$ cat config.mk
export PLATFORM = sky130hd
export DESIGN_NAME = qsc_card
export DESIGN_NICKNAME = d
export VERILOG_FILES = /design/src/qsc_card.v
export VERILOG_INCLUDE_DIRS = /design/src
export SDC_FILE = /design/constraint.sdc
export NUM_CORES = 1
export LEC_CHECK = 0
export BUFFER_PORTS_ARGS = -buffer_cell sky130_fd_sc_hd__clkbuf_2
export CAP_MARGIN = 30
export CORE_MARGIN = 2
export CORE_UTILIZATION = 64
export CTS_CLUSTER_DIAMETER = 60
export DETAILED_ROUTE_END_ITERATION = 10
export GPL_ROUTABILITY_DRIVEN = 0
export PLACE_DENSITY = 0.81
export SLEW_MARGIN = 10
export SYNTH_ARGS = -nofsm -noshare
export SYNTH_HDL_FRONTEND = slang
export SYNTH_SLANG_ARGS = --single-unit
$ cat constraint.sdc
create_clock -name sys_clk -period 5.15 [get_ports sys_clk]
set_input_delay 0.515 -clock sys_clk [delete_from_list [all_inputs] [get_ports sys_clk]]
set_output_delay 0.515 -clock sys_clk [all_outputs]
set_load 0.02 [all_outputs]
$ cat src/qsc_defines.vh
// Constants for the four-channel serial card: decode, fields, timing
`ifndef QSC_DEFINES_VH
`define QSC_DEFINES_VH

// Port address fields
`define QSC_A_BLK      7:4
`define QSC_A_HALF     3
`define QSC_A_CH       2:1
`define QSC_A_CD       0

// Mode word fields
`define QSC_M_FAC      1:0
`define QSC_M_LEN      3:2
`define QSC_M_PEN      4
`define QSC_M_EP       5
`define QSC_M_STOP     7:6
`define QSC_M_ESD      6
`define QSC_M_SCS      7

// Baud factor and stop codes
`define QSC_FAC_SYNC   2'h0
`define QSC_FAC_16X    2'h2
`define QSC_FAC_64X    2'h3
`define QSC_TOP_16X    7'h0f
`define QSC_TOP_64X    7'h3f
`define QSC_STOP_1H    2'h2
`define QSC_STOP_2     2'h3

// Command word bits
`define QSC_C_TX_ENABLE_BIT     0
`define QSC_C_DTR      1
`define QSC_C_RXE      2
`define QSC_C_SBRK     3
`define QSC_C_ER       4
`define QSC_C_RTS      5
`define QSC_C_IR       6
`define QSC_C_EH       7

// Reset values
`define QSC_MODE_RST   8'h00
`define QSC_CMD_RST    8'h00

// Clocking: system and crystal rates in MHz
`define QSC_SYS_MHZ    200
`define QSC_XTAL_MHZ   4
`define QSC_BAUD_W     8

`endif

$ cat src/qsc_card.v
// Four-channel serial card: port decode, data buffers, clocks, channels
//
// What this block does
// - Eight address lines, answer only own block
// - Top nibble decoded, jumper picks block
// - Bit three picks lower or upper eight
// - Bits one and two pick channel
// - Select active only with block and channel
// - Bit zero picks control or data
// - Per channel: mode/command, tx, status, rx
// - Write data passes only under output strobe
// - Read data driven only on valid read
// - Channel clock is crystal divided by two
// - Eight baud rates, jumper per channel
// - Channels programmed independently, async or sync
// - Baud factor one, sixteen or sixty-four
// - Character length five to eight bits
// - Parity, overrun and framing errors reported
// - False start bits rejected
// - Double buffered full duplex both directions
// - Sync hunt internal/external; sync fill insertion
// - Ready, empty, sync flags on pins, status
// - Odd port control/status, even port data
// - Transmit only with clear-to-send and enable
//
// Local design decisions: the placing of the registers and the strobed register port.
`timescale 1ns/1ps
`default_nettype none
`include "qsc_defines.vh"

module qsc_card
(
	// Clock and reset
	input  wire        sys_clk,
	input  wire        arst_n,
	// Processor port bus
	input  wire [7:0]  bus_addr,
	input  wire [7:0]  bus_wdata,
	input  wire        bus_wr,
	input  wire        bus_rd,
	output wire [7:0]  bus_rdata,
	output wire        bus_rdata_oe,
	// Jumpers
	input  wire [3:0]  jmp_block,
	input  wire        jmp_upper,
	input  wire [11:0] jmp_baud,
	// Serial and modem pins, one bit per channel
	input  wire [3:0]  rxd,
	input  wire [3:0]  cts_n,
	input  wire [3:0]  dsr_n,
	input  wire [3:0]  sync_in,
	output wire [3:0]  txd,
	output wire [3:0]  rts_n,
	output wire [3:0]  dtr_n,
	// Status pins
	output wire [3:0]  tx_holding_free,
	output wire [3:0]  tx_all_sent,
	output wire [3:0]  rx_char_available,
	output wire [3:0]  sync_found,
	output wire [3:0]  chan_sel_n
);

	// ****************************************
	// Local constants and helpers
	// ****************************************
	// Full-width quotient first, then cut to the counter width on purpose
	localparam integer XLAST_I = `QSC_SYS_MHZ / `QSC_XTAL_MHZ - 1;
	localparam [5:0] XLAST = XLAST_I[5:0]; // Sys cycles per crystal tick minus one
	localparam [3:0] PH_MODE = 4'h1; // Awaiting mode word
	localparam [3:0] PH_SYN1 = 4'h2; // Awaiting first sync char
	localparam [3:0] PH_SYN2 = 4'h4; // Awaiting second sync char
	localparam [3:0] PH_CMD  = 4'h8; // Command words
	localparam [2:0] TX_IDLE = 3'h1;
	localparam [2:0] TX_BIT  = 3'h2;
	localparam [2:0] TX_XST  = 3'h4; // Extra stop time
	localparam [2:0] RX_IDLE = 3'h1;
	localparam [2:0] RX_STRT = 3'h2;
	localparam [2:0] RX_DATA = 3'h4;

	// One-of-four channel decode
	function [3:0] qsc_ch_dec;
		input [1:0] a;
		begin
			qsc_ch_dec = 4'h1 << a;
		end
	endfunction

	// Data mask for a length code
	function [7:0] qsc_len_mask;
		input [1:0] l;
		begin
			qsc_len_mask = {l == 2'h3, l >= 2'h2, l >= 2'h1, 5'h1f};
		end
	endfunction

	// ****************************************
	// Jumper synchronisers
	// ****************************************
	reg  [16:0] jmp_s1_r; // First stage, read only by second
	reg  [16:0] jmp_s2_r; // Stable jumper view
	always @(posedge sys_clk or negedge arst_n)
	begin
		if (!arst_n)
		begin
			jmp_s1_r <= 17'h00000;
			jmp_s2_r <= 17'h00000;
		end
		else
		begin
			jmp_s1_r <= {jmp_baud, jmp_upper, jmp_block};
			jmp_s2_r <= jmp_s1_r;
		end
	end

	// ****************************************
	// Port decode
	// ****************************************
	wire       blk_hit  = (bus_addr[`QSC_A_BLK] == jmp_s2_r[3:0]);
	wire       card_hit = blk_hit && (bus_addr[`QSC_A_HALF] == jmp_s2_r[4]);
	wire [3:0] ch_hit   = card_hit ? qsc_ch_dec(bus_addr[`QSC_A_CH]) : 4'h0;
	wire       is_ctl   = bus_addr[`QSC_A_CD];
	wire       rd_hit   = bus_rd && card_hit;

	// ****************************************
	// Crystal, channel clock and baud divider
	// ****************************************
	reg  [5:0]              xcnt_r;  // Crystal period counter
	reg                     half_r;  // Divide-by-two phase
	reg                     chen_r;  // Channel clock enable
	reg  [`QSC_BAUD_W-1:0]  bcnt_r;  // Baud prescaler
	wire [7:0]              taps;    // Eight baud rates
	always @(posedge sys_clk or negedge arst_n)
	begin
		if (!arst_n)
		begin
			xcnt_r <= 6'h00;
			half_r <= 1'b0;
			chen_r <= 1'b0;
			bcnt_r <= {`QSC_BAUD_W{1'b0}};
		end
		else
		begin
			// Channel clock runs at half the crystal rate
			chen_r <= (xcnt_r == XLAST) && half_r;
			if (xcnt_r == XLAST)
			begin
				xcnt_r <= 6'h00;
				half_r <= ~half_r;
			end
			else
				xcnt_r <= xcnt_r + 6'h01;
			if (chen_r)
				bcnt_r <= bcnt_r + {{(`QSC_BAUD_W-1){1'b0}}, 1'b1};
		end
	end

	// Each tap halves the rate of the previous one
	genvar k;
	generate
		for (k = 0; k < 8; k = k + 1)
		begin : g_tap
			assign taps[k] = &bcnt_r[k:0];
		end
	endgenerate

	// ****************************************
	// Bus select and read data
	// ****************************************
	wire [7:0] ch_stat [0:3]; // Status word per channel
	wire [7:0] ch_rx   [0:3]; // Received char per channel
	reg  [7:0] rdata_r;
	reg        rdoe_r;
	reg  [3:0] sel_n_r;
	always @(posedge sys_clk or negedge arst_n)
	begin
		if (!arst_n)
		begin
			rdata_r <= 8'h00;
			rdoe_r  <= 1'b0;
			sel_n_r <= 4'hf;
		end
		else
		begin
			// Selects only in the cycle after a strobe to our ports
			sel_n_r <= (bus_wr || bus_rd) ? ~ch_hit : 4'hf;
			rdoe_r  <= rd_hit;
			if (rd_hit)
				rdata_r <= is_ctl ? ch_stat[bus_addr[`QSC_A_CH]] : ch_rx[bus_addr[`QSC_A_CH]];
			else
				rdata_r <= 8'h00;
		end
	end
	assign bus_rdata    = rdata_r;
	assign bus_rdata_oe = rdoe_r;
	assign chan_sel_n   = sel_n_r;

	// ****************************************
	// Channels
	// ****************************************
	genvar i;
	generate
		for (i = 0; i < 4; i = i + 1)
		begin : g_ch
			reg  [3:0]  in_s1_r, in_s2_r; // Pin synchroniser
			reg  [7:0]  mode_r, cmd_r, syn1_r, syn2_r;
			reg  [3:0]  ph_r;
			reg  [7:0]  hold_r;   // Transmit holding register
			reg         hfull_r;
			reg  [11:0] tsh_r;    // Transmit shifter
			reg  [3:0]  tn_r;
			reg  [6:0]  tcnt_r;
			reg  [2:0]  txs_r;
			reg         tbit_r, txd_r, ssel_r, empty_r;
			reg  [9:0]  rsh_r;    // Receive assembly
			reg  [3:0]  ridx_r;
			reg  [6:0]  rcnt_r;
			reg  [2:0]  rxs_r;
			reg  [15:0] hsh_r;    // Hunt window
			reg         hunt_r, syn_r, rav_r, pe_r, oe_r, fe_r;
			reg  [7:0]  rbuf_r;
			// Write and read hits for this channel
			wire wr_ctl = bus_wr && ch_hit[i] && is_ctl;
			wire wr_dat = bus_wr && ch_hit[i] && !is_ctl;
			wire rd_dat = rd_hit && ch_hit[i] && !is_ctl;
			wire rd_st  = rd_hit && ch_hit[i] && is_ctl;
			wire s_rxd  = in_s2_r[0];
			wire cts_on = !in_s2_r[1];
			wire esync  = in_s2_r[3];
			wire tick   = chen_r && taps[jmp_s2_r[5+3*i +: 3]];
			wire async  = (mode_r[`QSC_M_FAC] != `QSC_FAC_SYNC);
			// Baud factor: cycles per bit minus one
			wire [6:0] ftop = (mode_r[`QSC_M_FAC] == `QSC_FAC_64X) ? `QSC_TOP_64X :
				(mode_r[`QSC_M_FAC] == `QSC_FAC_16X) ? `QSC_TOP_16X : 7'h00;
			wire [3:0]  nlen = 4'h5 + {2'h0, mode_r[`QSC_M_LEN]};
			wire [7:0]  msk  = qsc_len_mask(mode_r[`QSC_M_LEN]);
			wire        pen  = mode_r[`QSC_M_PEN];
			// Transmit frame from holding data or sync fill
			wire [7:0]  tdat = (hfull_r ? hold_r : (ssel_r ? syn2_r : syn1_r)) & msk;
			wire        tpar = (^tdat) ^ ~mode_r[`QSC_M_EP];
			wire [10:0] pone = {3'h0, msk} + 11'h001;
			wire [10:0] base = {3'h7, tdat} | {3'h0, ~msk};
			wire [10:0] frm  = pen ? ((base & ~pone) | (tpar ? pone : 11'h000)) : base;
			wire        go   = cts_on && cmd_r[`QSC_C_TX_ENABLE_BIT];
			wire        tload = tick && (txs_r == TX_IDLE) && go && (hfull_r || !async);
			// Receive checks
			wire [7:0]  rdat = rsh_r[7:0] & msk;
			wire        rpok = (((^rdat) ^ ~mode_r[`QSC_M_EP]) == rsh_r[nlen]);
			wire [3:0]  rlast = nlen + {3'h0, pen} - (async ? 4'h0 : 4'h1);
			wire        rdone = tick && (rxs_r == RX_DATA) && (rcnt_r == 7'h00)
				&& (ridx_r == rlast);
			wire [15:0] hv = hsh_r >> (5'h10 - {nlen, 1'b0});
			wire        hm = mode_r[`QSC_M_SCS] ? ((hv[15:8] >> (4'h8 - nlen)) & msk) == (syn1_r & msk)
				: (((hv[7:0] & msk) == (syn1_r & msk)) && (((hv >> nlen) & {8'h0, msk})
				== {8'h0, syn2_r & msk}));
			wire        hit_sync = (rxs_r == RX_IDLE) && hunt_r && tick
				&& (mode_r[`QSC_M_ESD] ? esync : hm);

			// Pin synchroniser and control word sequence
			always @(posedge sys_clk or negedge arst_n)
			begin
				if (!arst_n)
				begin
					in_s1_r <= 4'hf;
					in_s2_r <= 4'hf;
					mode_r  <= `QSC_MODE_RST;
					cmd_r   <= `QSC_CMD_RST;
					syn1_r  <= 8'h00;
					syn2_r  <= 8'h00;
					ph_r    <= PH_MODE;
				end
				else
				begin
					in_s1_r <= {sync_in[i], dsr_n[i], cts_n[i], rxd[i]};
					in_s2_r <= in_s1_r;
					if (wr_ctl)
					begin
						case (ph_r)
							PH_MODE:
							begin
								mode_r <= bus_wdata;
								ph_r   <= (bus_wdata[`QSC_M_FAC] == `QSC_FAC_SYNC) ? PH_SYN1 : PH_CMD;
							end
							PH_SYN1:
							begin
								syn1_r <= bus_wdata;
								ph_r   <= mode_r[`QSC_M_SCS] ? PH_CMD : PH_SYN2;
							end
							PH_SYN2:
							begin
								syn2_r <= bus_wdata;
								ph_r   <= PH_CMD;
							end
							default:
							begin
								// Internal reset returns to mode word
								if (bus_wdata[`QSC_C_IR])
								begin
									ph_r  <= PH_MODE;
									cmd_r <= `QSC_CMD_RST;
								end
								else
									cmd_r <= bus_wdata;
							end
						endcase
					end
				end
			end

			// Transmitter: holding register feeds shifter
			always @(posedge sys_clk or negedge arst_n)
			begin
				if (!arst_n)
				begin
					hold_r <= 8'h00;
					hfull_r <= 1'b0;
					tsh_r  <= 12'hfff;
					tn_r   <= 4'h0;
					tcnt_r <= 7'h00;
					txs_r  <= TX_IDLE;
					tbit_r <= 1'b1;
					txd_r  <= 1'b1;
					ssel_r <= 1'b0;
					empty_r <= 1'b1;
				end
				else
				begin
					// Break holds the line low
					txd_r   <= tbit_r && !cmd_r[`QSC_C_SBRK];
					empty_r <= (txs_r == TX_IDLE) && !hfull_r;
					if (tload)
					begin
						// Async adds start and stop; sync sends raw bits
						tsh_r  <= async ? {frm, 1'b0} : {1'b1, frm};
						tn_r   <= nlen + {3'h0, pen} + (async ? 4'h2 : 4'h0);
						tcnt_r <= 7'h00;
						txs_r  <= TX_BIT;
						if (!hfull_r && !mode_r[`QSC_M_SCS])
							ssel_r <= ~ssel_r;
						else
							ssel_r <= 1'b0;
					end
					else if (tick && (txs_r == TX_BIT))
					begin
						if (tcnt_r != 7'h00)
							tcnt_r <= tcnt_r - 7'h01;
						else if (tn_r != 4'h0)
						begin
							tbit_r <= tsh_r[0];
							tsh_r  <= {1'b1, tsh_r[11:1]};
							tn_r   <= tn_r - 4'h1;
							tcnt_r <= ftop;
						end
						else if (async && (mode_r[`QSC_M_STOP] == `QSC_STOP_1H))
						begin
							tcnt_r <= {1'b0, ftop[6:1]};
							txs_r  <= TX_XST;
						end
						else if (async && (mode_r[`QSC_M_STOP] == `QSC_STOP_2))
						begin
							tcnt_r <= ftop;
							txs_r  <= TX_XST;
						end
						else
							txs_r <= TX_IDLE;
					end
					else if (tick && (txs_r == TX_XST))
					begin
						if (tcnt_r != 7'h00)
							tcnt_r <= tcnt_r - 7'h01;
						else
							txs_r <= TX_IDLE;
					end
					else if (tick && (txs_r == TX_IDLE))
						tbit_r <= 1'b1;
					// New write beats the load that empties the holder
					if (tload && hfull_r)
						hfull_r <= 1'b0;
					if (wr_dat)
					begin
						hold_r  <= bus_wdata;
						hfull_r <= 1'b1;
					end
				end
			end

			// Receiver: start check, assembly, hunt and flags
			always @(posedge sys_clk or negedge arst_n)
			begin
				if (!arst_n)
				begin
					rsh_r  <= 10'h000;
					ridx_r <= 4'h0;
					rcnt_r <= 7'h00;
					rxs_r  <= RX_IDLE;
					hsh_r  <= 16'h0000;
					hunt_r <= 1'b0;
					syn_r  <= 1'b0;
					rbuf_r <= 8'h00;
					rav_r  <= 1'b0;
					pe_r   <= 1'b0;
					oe_r   <= 1'b0;
					fe_r   <= 1'b0;
				end
				else
				begin
					if (!cmd_r[`QSC_C_RXE] || ph_r != PH_CMD)
						rxs_r <= RX_IDLE;
					else if (async && tick && (rxs_r == RX_IDLE) && !s_rxd)
					begin
						rxs_r  <= RX_STRT;
						rcnt_r <= {1'b0, ftop[6:1]};
					end
					else if (tick && (rxs_r == RX_STRT))
					begin
						if (rcnt_r != 7'h00)
							rcnt_r <= rcnt_r - 7'h01;
						else if (!s_rxd)
						begin
							rxs_r  <= RX_DATA;
							rcnt_r <= ftop;
							ridx_r <= 4'h0;
						end
						else
							rxs_r <= RX_IDLE;
					end
					else if (hit_sync || (!async && !hunt_r && rxs_r == RX_IDLE && tick))
					begin
						rxs_r  <= RX_DATA;
						rcnt_r <= 7'h00;
						ridx_r <= 4'h0;
					end
					else if (tick && (rxs_r == RX_DATA))
					begin
						if (rcnt_r != 7'h00)
							rcnt_r <= rcnt_r - 7'h01;
						else
						begin
							rsh_r[ridx_r] <= s_rxd;
							ridx_r <= ridx_r + 4'h1;
							rcnt_r <= ftop;
							if (rdone)
								rxs_r <= RX_IDLE;
						end
					end
					// Hunt shifts in every bit until a match
					if (tick && hunt_r && !async)
						hsh_r <= {s_rxd, hsh_r[15:1]};
					if (hit_sync)
						hunt_r <= 1'b0;
					if (wr_ctl && (ph_r == PH_CMD) && bus_wdata[`QSC_C_EH] && !async)
						hunt_r <= 1'b1;
					// Flags: hardware set wins over clear
					if (rd_dat)
						rav_r <= 1'b0;
					if (rd_st)
						syn_r <= 1'b0;
					if (wr_ctl && (ph_r == PH_CMD) && bus_wdata[`QSC_C_ER])
					begin
						pe_r <= 1'b0;
						oe_r <= 1'b0;
						fe_r <= 1'b0;
					end
					if (hit_sync)
						syn_r <= 1'b1;
					if (rdone)
					begin
						rbuf_r <= rdat;
						rav_r  <= 1'b1;
						if (rav_r && !rd_dat)
							oe_r <= 1'b1;
						if (pen && !rpok)
							pe_r <= 1'b1;
						if (async && !s_rxd)
							fe_r <= 1'b1;
					end
				end
			end

			// Status word and pins
			assign ch_stat[i] = {!in_s2_r[2], syn_r, fe_r, oe_r, pe_r, empty_r,
				rav_r, !hfull_r};
			assign ch_rx[i]   = rbuf_r;
			assign txd[i]     = txd_r;
			assign rts_n[i]   = !cmd_r[`QSC_C_RTS];
			assign dtr_n[i]   = !cmd_r[`QSC_C_DTR];
			assign tx_holding_free[i]   = !hfull_r;
			assign tx_all_sent[i]       = empty_r;
			assign rx_char_available[i] = rav_r;
			assign sync_found[i]        = syn_r;
		end
	endgenerate

endmodule // qsc_card
`default_nettype wire

==> reports/results.txt, run 1 <==
Number of synthesized flops with an enable pin -> 0
Failing checks -> hold timing
Tcrit/Tclk final -> 92.1%
Most common cell after layout, fill and taps aside -> dfrtp_1
Clk sinks -> 591
Synthesis-to-layout area growth -> 10.4%
GRT Residual Overflow -> 0
FF/Latch Area -> 14900 um^2
I/O Pins -> 94
Final-stage net count -> 3545
CTS Buf Count -> 66
CP Capture Type -> flip-flop
P_int -> 7910 uW
Startpoint types -> flip-flop
Longest Clk Path Bufs -> 3
Class of the worst hold path -> in -> async
Initial antenna violation count -> 3
Chip height -> 235 um
Clock power frac -> 48.9%
Clk slew on worst S/H paths -> 0.06 ns
Arr. time, crit path -> 5.24 ns
Layout cell share with drive strength beyond 1 -> 21.0%
Core box area -> 52700 um^2
Critical path peak fanout -> 19
Area of the multi-input gates -> 18000 um^2
Cell Rows -> 84
Mapped Nets -> 3500
Net switching power -> 2360 uW
DRT antenna net count -> 0
Die W -> 235 um
Pwr per Cell Area -> 272 nW/um^2
Sw frac -> 23.0%
Crit path required time -> 5.64 ns
Netlist Area Pre-Place -> 34200 um^2
Tmin final -> 4.74 ns
RSZ-0062 raised after global routing -> no
H-tree depth -> 3
Worst hold slack -> -0.0527 ns
Wirelength, routed -> 90600 um
YS warnings -> 0
Fin. max-slew vios -> 0
Drt drc -> 0
Final setup viols -> 0
Initial Util -> 65.0%
Combinational share of power -> 4.5%
Register area share after synthesis -> 43.6%
Die ar. -> 55300 um^2
Slew @ Worst Pin -> 1.01 ns
FFs w/ async S/R, synth -> 100%
Synth Instances -> 3362
IO buf count -> 93
Syn Area/Cell -> 10.2 um^2
Setup Crit Path Kind -> reg -> reg
Clock latency on the worst-skew pair -> 0.62 ns
Top achievable clock speed -> 0.211 GHz
Status -> finished, violations left
Synth cell types -> 92
Max-cap viol count -> 0
Final Instance Area -> 37800 um^2
CTS tree -> built
Max_slew headroom -> 32.4%
Vias in the first global route -> 27203
DRT Pass-1 Iters -> 7
Root Driver -> clkbuf_16
Fin Setup TNS -> 0 ns
Filler Cell Count -> 3539
Wire per inst -> 21.8 um
Total global-route track usage -> 32.5%
Commonest non-fill, non-tap cells in the layout -> dfrtp_1, nand2_1, mux2_2
Via count -> 27477
Final Skew -> 0.0225 ns
Top_reg_cell synth -> dfrtp_1
# resized after CTS -> 0
DP Area -> 35100 um^2
Final Hold Viols -> 15
Seq cells post-synth -> 591
Register share of total power -> 46.6%
FF-to-FF setup slack -> 0.41 ns
P_leak -> 0.0166 uW
1st-iter DRT viols -> 2968
First-pass GRT wire length -> 146000 um
Largest net degree at the start of global routing -> 134
HPWL after DPL -> 62300 um
Peak supply drop -> 333 uV
Vias per inst -> 6.62
path summary, 6_finish.rpt:
check | start | to | cells after the start
max in group asynchronous | arst_n | g_ch[2].hsh_r[5] | 2
worst min register to register | jmp_s1_r[5] | jmp_s2_r[5] | 0
worst max register to register | g_ch[1].mode_r[3] | g_ch[1].rcnt_r[5] | 12
worst max-delay path | g_ch[1].mode_r[3] | g_ch[1].rcnt_r[5] | 12
worst min-delay path | arst_n | g_ch[0].rcnt_r[1] | 1
min in group sys_clk | jmp_baud[7] | jmp_s1_r[12] | 1
sequential cells by signal (all words and copies together), names as in the netlist, 16 cells and up:
signal        cells
g_ch.tcnt_r      28
g_ch.mode_r      32
g_ch.cmd_r       20
g_ch.syn1_r      32
g_ch.rcnt_r      28
g_ch.tn_r        16
g_ch.syn2_r      32
g_ch.tsh_r       40
g_ch.rsh_r       40
g_ch.hsh_r       64
g_ch.rbuf_r      32
g_ch.hold_r      32
g_ch.in_s1_r     16
g_ch.ridx_r      16
g_ch.ph_r        16
jmp_s1_r         17
g_ch.in_s2_r     16
jmp_s2_r         17
critical path, cell delays in order, from the launching register on:
cell,delay [ns]
dfrtp_1,0.69
inv_1,0.24
ha_1,0.58
buf_4,0.28
mux2_2,0.35
a31o_2,0.23
a2111oi_0,0.41
nand3_1,0.17
nor4_1,0.27
a31oi_1,0.24
or2_1,0.32
a221o_1,0.47
o41ai_1,0.37
cell type report:
cell class,instances,share of cell area (%)
Tap cell,688,2.28
Timing Repair Buffer,167,3.11
Clock inverter,32,1.26
Sequential cell,591,39.5
Clock buffer,88,4.92
Multi-Input combinational cell,2460,47.7
Inverter,121,1.20
Antenna cell,2,0.0133
power groups by stage:
stage / Clock, uW / Sequential, uW / Combinational, uW
after floorplan: 0 / 4830 / 238
after global placement: 0 / 4860 / 421
after detailed placement: 0 / 4860 / 434
after CTS: 5080 / 4780 / 458
after global routing: 5280 / 4790 / 501
final: 5030 / 4780 / 460
per-layer routing:
| metal | vias to the layer above | share of wire (%) | wire [um] | global-route usage [%] |
|---|---|---|---|---|
| met4 | 2 | 4.5 | 4060 | 14.4 |
| met5 | - | 0.014 | 13 | 0 |
| met2 | 1489 | 46 | 41700 | 51.1 |
| met3 | 326 | 10 | 9080 | 7.08 |
| li1 | 12157 | - | - | - |
| met1 | 13503 | 39 | 35800 | 43.6 |
metrics by stage:
stage | utilization, % | setup WS, ns | instances | power, uW | hold WS (ns)
6_report | 71.7 | 0.409 | 4149 | 10300 | -0.0527
5_1_grt | 71.7 | 0.122 | 4147 | 10600 | 0.0206
4_1_cts | 71.7 | 0.571 | 4146 | 10300 | 0.00951
3_5_place_dp | 66.6 | 0.594 | 3994 | 5300 | 0.335
3_3_place_gp | 66.6 | 0.796 | 3992 | 5280 | 0.332
2_1_floorplan | - | 0.875 | 3362 | 5070 | 0.219
cell usage after synthesis, types with 15 or more instances:
master | count | area share [%]
nand3b_1 | 32 | 0.70
o21a_1 | 22 | 0.48
nand4_1 | 19 | 0.35
a211oi_1 | 16 | 0.35
clkbuf_1 | 127 | 1.4
a22o_1 | 17 | 0.44
nor4_1 | 35 | 0.64
a31oi_1 | 37 | 0.68
inv_1 | 114 | 1.3
xor2_1 | 70 | 1.8
dfstp_2 | 100 | 7.7
nand2b_1 | 58 | 1.1
ha_1 | 81 | 3.0
mux4_2 | 45 | 3.0
or3_1 | 16 | 0.29
a21o_1 | 15 | 0.33
mux2_2 | 299 | 9.8
nor3b_1 | 18 | 0.40
o21ai_0 | 189 | 2.8
o31ai_1 | 16 | 0.35
and3b_1 | 16 | 0.41
nor3_1 | 60 | 0.88
o22ai_1 | 44 | 0.80
nor2_1 | 204 | 2.2
a21oi_1 | 132 | 1.9
xnor2_1 | 142 | 3.6
buf_4 | 17 | 0.37
dfrtp_1 | 491 | 36
mux2i_1 | 132 | 3.9
nand2_1 | 354 | 3.9
nor2b_1 | 56 | 1.0
nand3_1 | 72 | 1.1
buf_2 | 29 | 0.42
and3_1 | 21 | 0.38
o221ai_1 | 24 | 0.61
cells by family after synthesis:
family	share of synthesized area (%)
flops	43.6
buf+inv	3.74
simple gates	15.1
fa+ha+maj	3.20
mux	16.7
xor+xnor	5.49
compound gates	12.2
timing repair:
action,4_1_cts,5_1_grt
hold endpoints to repair,32,0
setup buffers,0,0
hold buffers,32,0
Power figures use the tool's default switching activity.
==> inputs of run 2 (changes only) <==
- REMOVE_ABC_BUFFERS: unset -> 1
==> run 2 against run 1 <==
Effect of this change: the run still ends with hold timing left; combinational power decreased by 3%; largest power group unchanged; largest cell class unchanged; clock skew increased by 0.0042 ns; maximum frequency increased by 3.0%; sequential share of layout area increased by 0.075 points; first-iteration DRC count increased by 0.88%; critical endpoint is now g_ch[1].rcnt_r[1]; die area unchanged; critical path depth increased by 1; global-route usage increased by 0.24 points; sequential cell count unchanged; utilization decreased by 0.14 points; hold slack improved by 0.024 ns.
==> reports/results.txt, run 2 (synthesis gave the netlist of run 1 again) <==
Hold buffer count at CTS -> 16 (-50%)
Reg2reg start -> bcnt_r[0]
I/O Pins -> 94 (unchanged)
CP Capture Type -> flip-flop
Setup WS post-layout -> 0.549 ns (+0.140 ns)
First-pass GRT wire length -> 146000 um (+0.60%)
H-tree depth -> 3 (unchanged)
Peak supply drop -> 298 uV (-10%)
Synthesis-to-layout area growth -> 10.2%
Wire per inst -> 22.1 um (+1.0%)
Slew @ Worst Pin -> 0.979 ns (-0.0342 ns)
Most common cell after layout, fill and taps aside -> dfrtp_1
Class of the worst hold path -> in -> async
Met1 usage -> 44.9% (+1.3 points)
DP Area -> 35100 um^2 (about the same)
Longest Clk Path Bufs -> 3 (unchanged)
Tcrit/Tclk final -> 89.3% (-2.7 points)
Worst hold slack -> -0.0286 ns (+0.0241 ns)
Final Hold Viols -> 23 (+8)
Die W -> 235 um (unchanged)
Commonest non-fill, non-tap cells in the layout -> dfrtp_1, nand2_1, mux2_2
Tmin final -> 4.60 ns (-0.140 ns)
Setup repair bufs after CTS -> 0 (unchanged)
R2R Path End -> g_ch[1].rcnt_r[1]
Core box area -> 52700 um^2 (unchanged)
CP startpoint -> bcnt_r[0]
Drt drc -> 0 (unchanged)
Fin Setup TNS -> 0 ns (unchanged)
Cell Rows -> 84 (unchanged)
Total global-route track usage -> 32.7% (+0.24 points)
GR peak layer -> met2
Final setup viols -> 0 (unchanged)
Final-stage net count -> 3534 (-0.31%)
Startpoint types -> flip-flop
1st-iter DRT viols -> 2994 (+0.88%)
Final Skew -> 0.0267 ns (+0.00419 ns)
Wirelength, routed -> 91300 um (+0.69%)
DRT antenna net count -> 0 (unchanged)
CTS tree -> built
Vias per inst -> 6.64 (+0.21%)
Failing checks -> hold timing
Ant. Diodes -> 0 (-2)
Die ar. -> 55300 um^2 (unchanged)
Filler Cell Count -> 3572 (+0.93%)
Root Driver -> clkbuf_16
GRT met3 Usage -> 5.99% (-1.1 points)
Clock latency on the worst-skew pair -> 0.61 ns (about the same)
Max_slew headroom -> 33.8% (+1.4 points)
Status -> finished, violations left
Vias in the first global route -> 27006 (-0.72%)
Max reg flops -> 64 (unchanged)
CP endpoint -> g_ch[1].rcnt_r[1]
Fin. max-slew vios -> 0 (unchanged)
IO buf count -> 93 (unchanged)
Largest reg by FF count -> g_ch.hsh_r
Setup Crit Path Kind -> reg -> reg
P_leak -> 0.0166 uW (about the same)
Largest net degree at the start of global routing -> 150 (+12%)
Crit path required time -> 5.62 ns (-0.02 ns)
Initial Util -> 65.0% (unchanged)
CTS Buf Count -> 66 (unchanged)
Initial antenna violation count -> 1 (-2)
R2r worst-path depth -> 13 (+1)
DRT Pass-1 Iters -> 6 (-1)
Chip height -> 235 um (unchanged)
Top achievable clock speed -> 0.217 GHz (+3.0%)
Clk sinks -> 591 (unchanged)
Final Instance Area -> 37700 um^2 (-0.19%)
Clk slew on worst S/H paths -> 0.06 ns (about the same)
Dpl cells -> 3996 (+0.050%)
GRT Residual Overflow -> 0 (unchanged)
RSZ-0062 raised after global routing -> no
Via count -> 27449 (-0.10%)
GR Layer Usage met2 -> 51.2% (+0.098 points)
Top flop regs -> g_ch.hsh_r x64, g_ch.rsh_r x40, g_ch.tsh_r x40
Arr. time, crit path -> 5.07 ns (-0.17 ns)
Post-Place Setup Slack -> 0.671 ns (+0.0768 ns)
Layout cell share with drive strength beyond 1 -> 21.2% (+0.18 points)
HPWL after DPL -> 63100 um (+1.4%)
Post-Layout Cell Count -> 4136 (-0.31%)
Critical path peak fanout -> 12 (-7)
# resized after CTS -> 0 (unchanged)
Max-cap viol count -> 0 (unchanged)
Pwr per Cell Area -> 275 nW/um^2 (+1.1%)
FF-to-FF setup slack -> 0.55 ns (+0.14 ns)
[run 2: cell count changes in the layout (fill, tap and decap cells not counted), sizes merged]
cell	previous run	this run
diode	2	0
inv	123	119
dlygate4sd3	32	16
clkinvlp	3	2
clkinv	18	15
clkbuf	180	189
buf	43	46
bufinv	9	10
[run 2: worst min-delay path by stage]
stage / from / slack [ns] / end
after floorplan: arst_n / 0.22 / bcnt_r[0]
final: arst_n / -0.03 / g_ch[0].hsh_r[10]
after global placement: jmp_s1_r[0] / 0.33 / jmp_s2_r[0]
after detailed placement: jmp_s1_r[15] / 0.34 / jmp_s2_r[15]
after CTS: jmp_baud[10] / 0.0003 / jmp_s1_r[15]
after global routing: jmp_baud[3] / 0.007 / jmp_s1_r[8]
[run 2: layer usage]
| layer | share of wire, % | up-vias |
|---|---|---|
| met5 | 0.014 | - |
| met4 | 4.4 | 2 |
| met3 | 9.0 | 307 |
| met2 | 47 | 1420 |
| met1 | 40 | 13630 |
| li1 | - | 12090 |
[run 2: final cells by class]
cell class	instances	area [um^2]	area share (%)
multi-input cells	2460	18000	47.8
clock inverters	25	394	1.05
flip-flops and latches	591	14900	39.6
inverters	121	454	1.21
well taps	688	861	2.28
clock buffers	95	1980	5.25
repair buffers	156	1070	2.84
[run 2: where the power goes]
| part | leakage (uW) | switching, uW | internal (uW) |
|---|---|---|---|
| Sequential | 0.00761 | 61.2 | 4730 |
| Combinational | 0.00783 | 296 | 149 |
| Clock | 0.00117 | 1950 | 3180 |
[run 2: stage by stage]
stage | power (uW) | util, %
floorplan | 5040 | -
global placement | 5280 | 66.7
detailed placement | 5300 | 66.7
CTS | 10400 | 71.5
global route | 10700 | 71.6
finish | 10400 | 71.6
[run 2: worst max-delay path: stages (launching register included)]
cell and delay (ns):
dfrtp_1 0.50, ha_1 0.32, nand3_1 0.18, inv_2 0.18, ha_1 0.22, nor2b_1 0.15, a311o_1 0.12, nand4_1 0.57
or4b_1 0.78, or2_1 0.29, or2_1 0.30, a221o_1 0.47, a221oi_1 0.31, a21oi_1 0.07
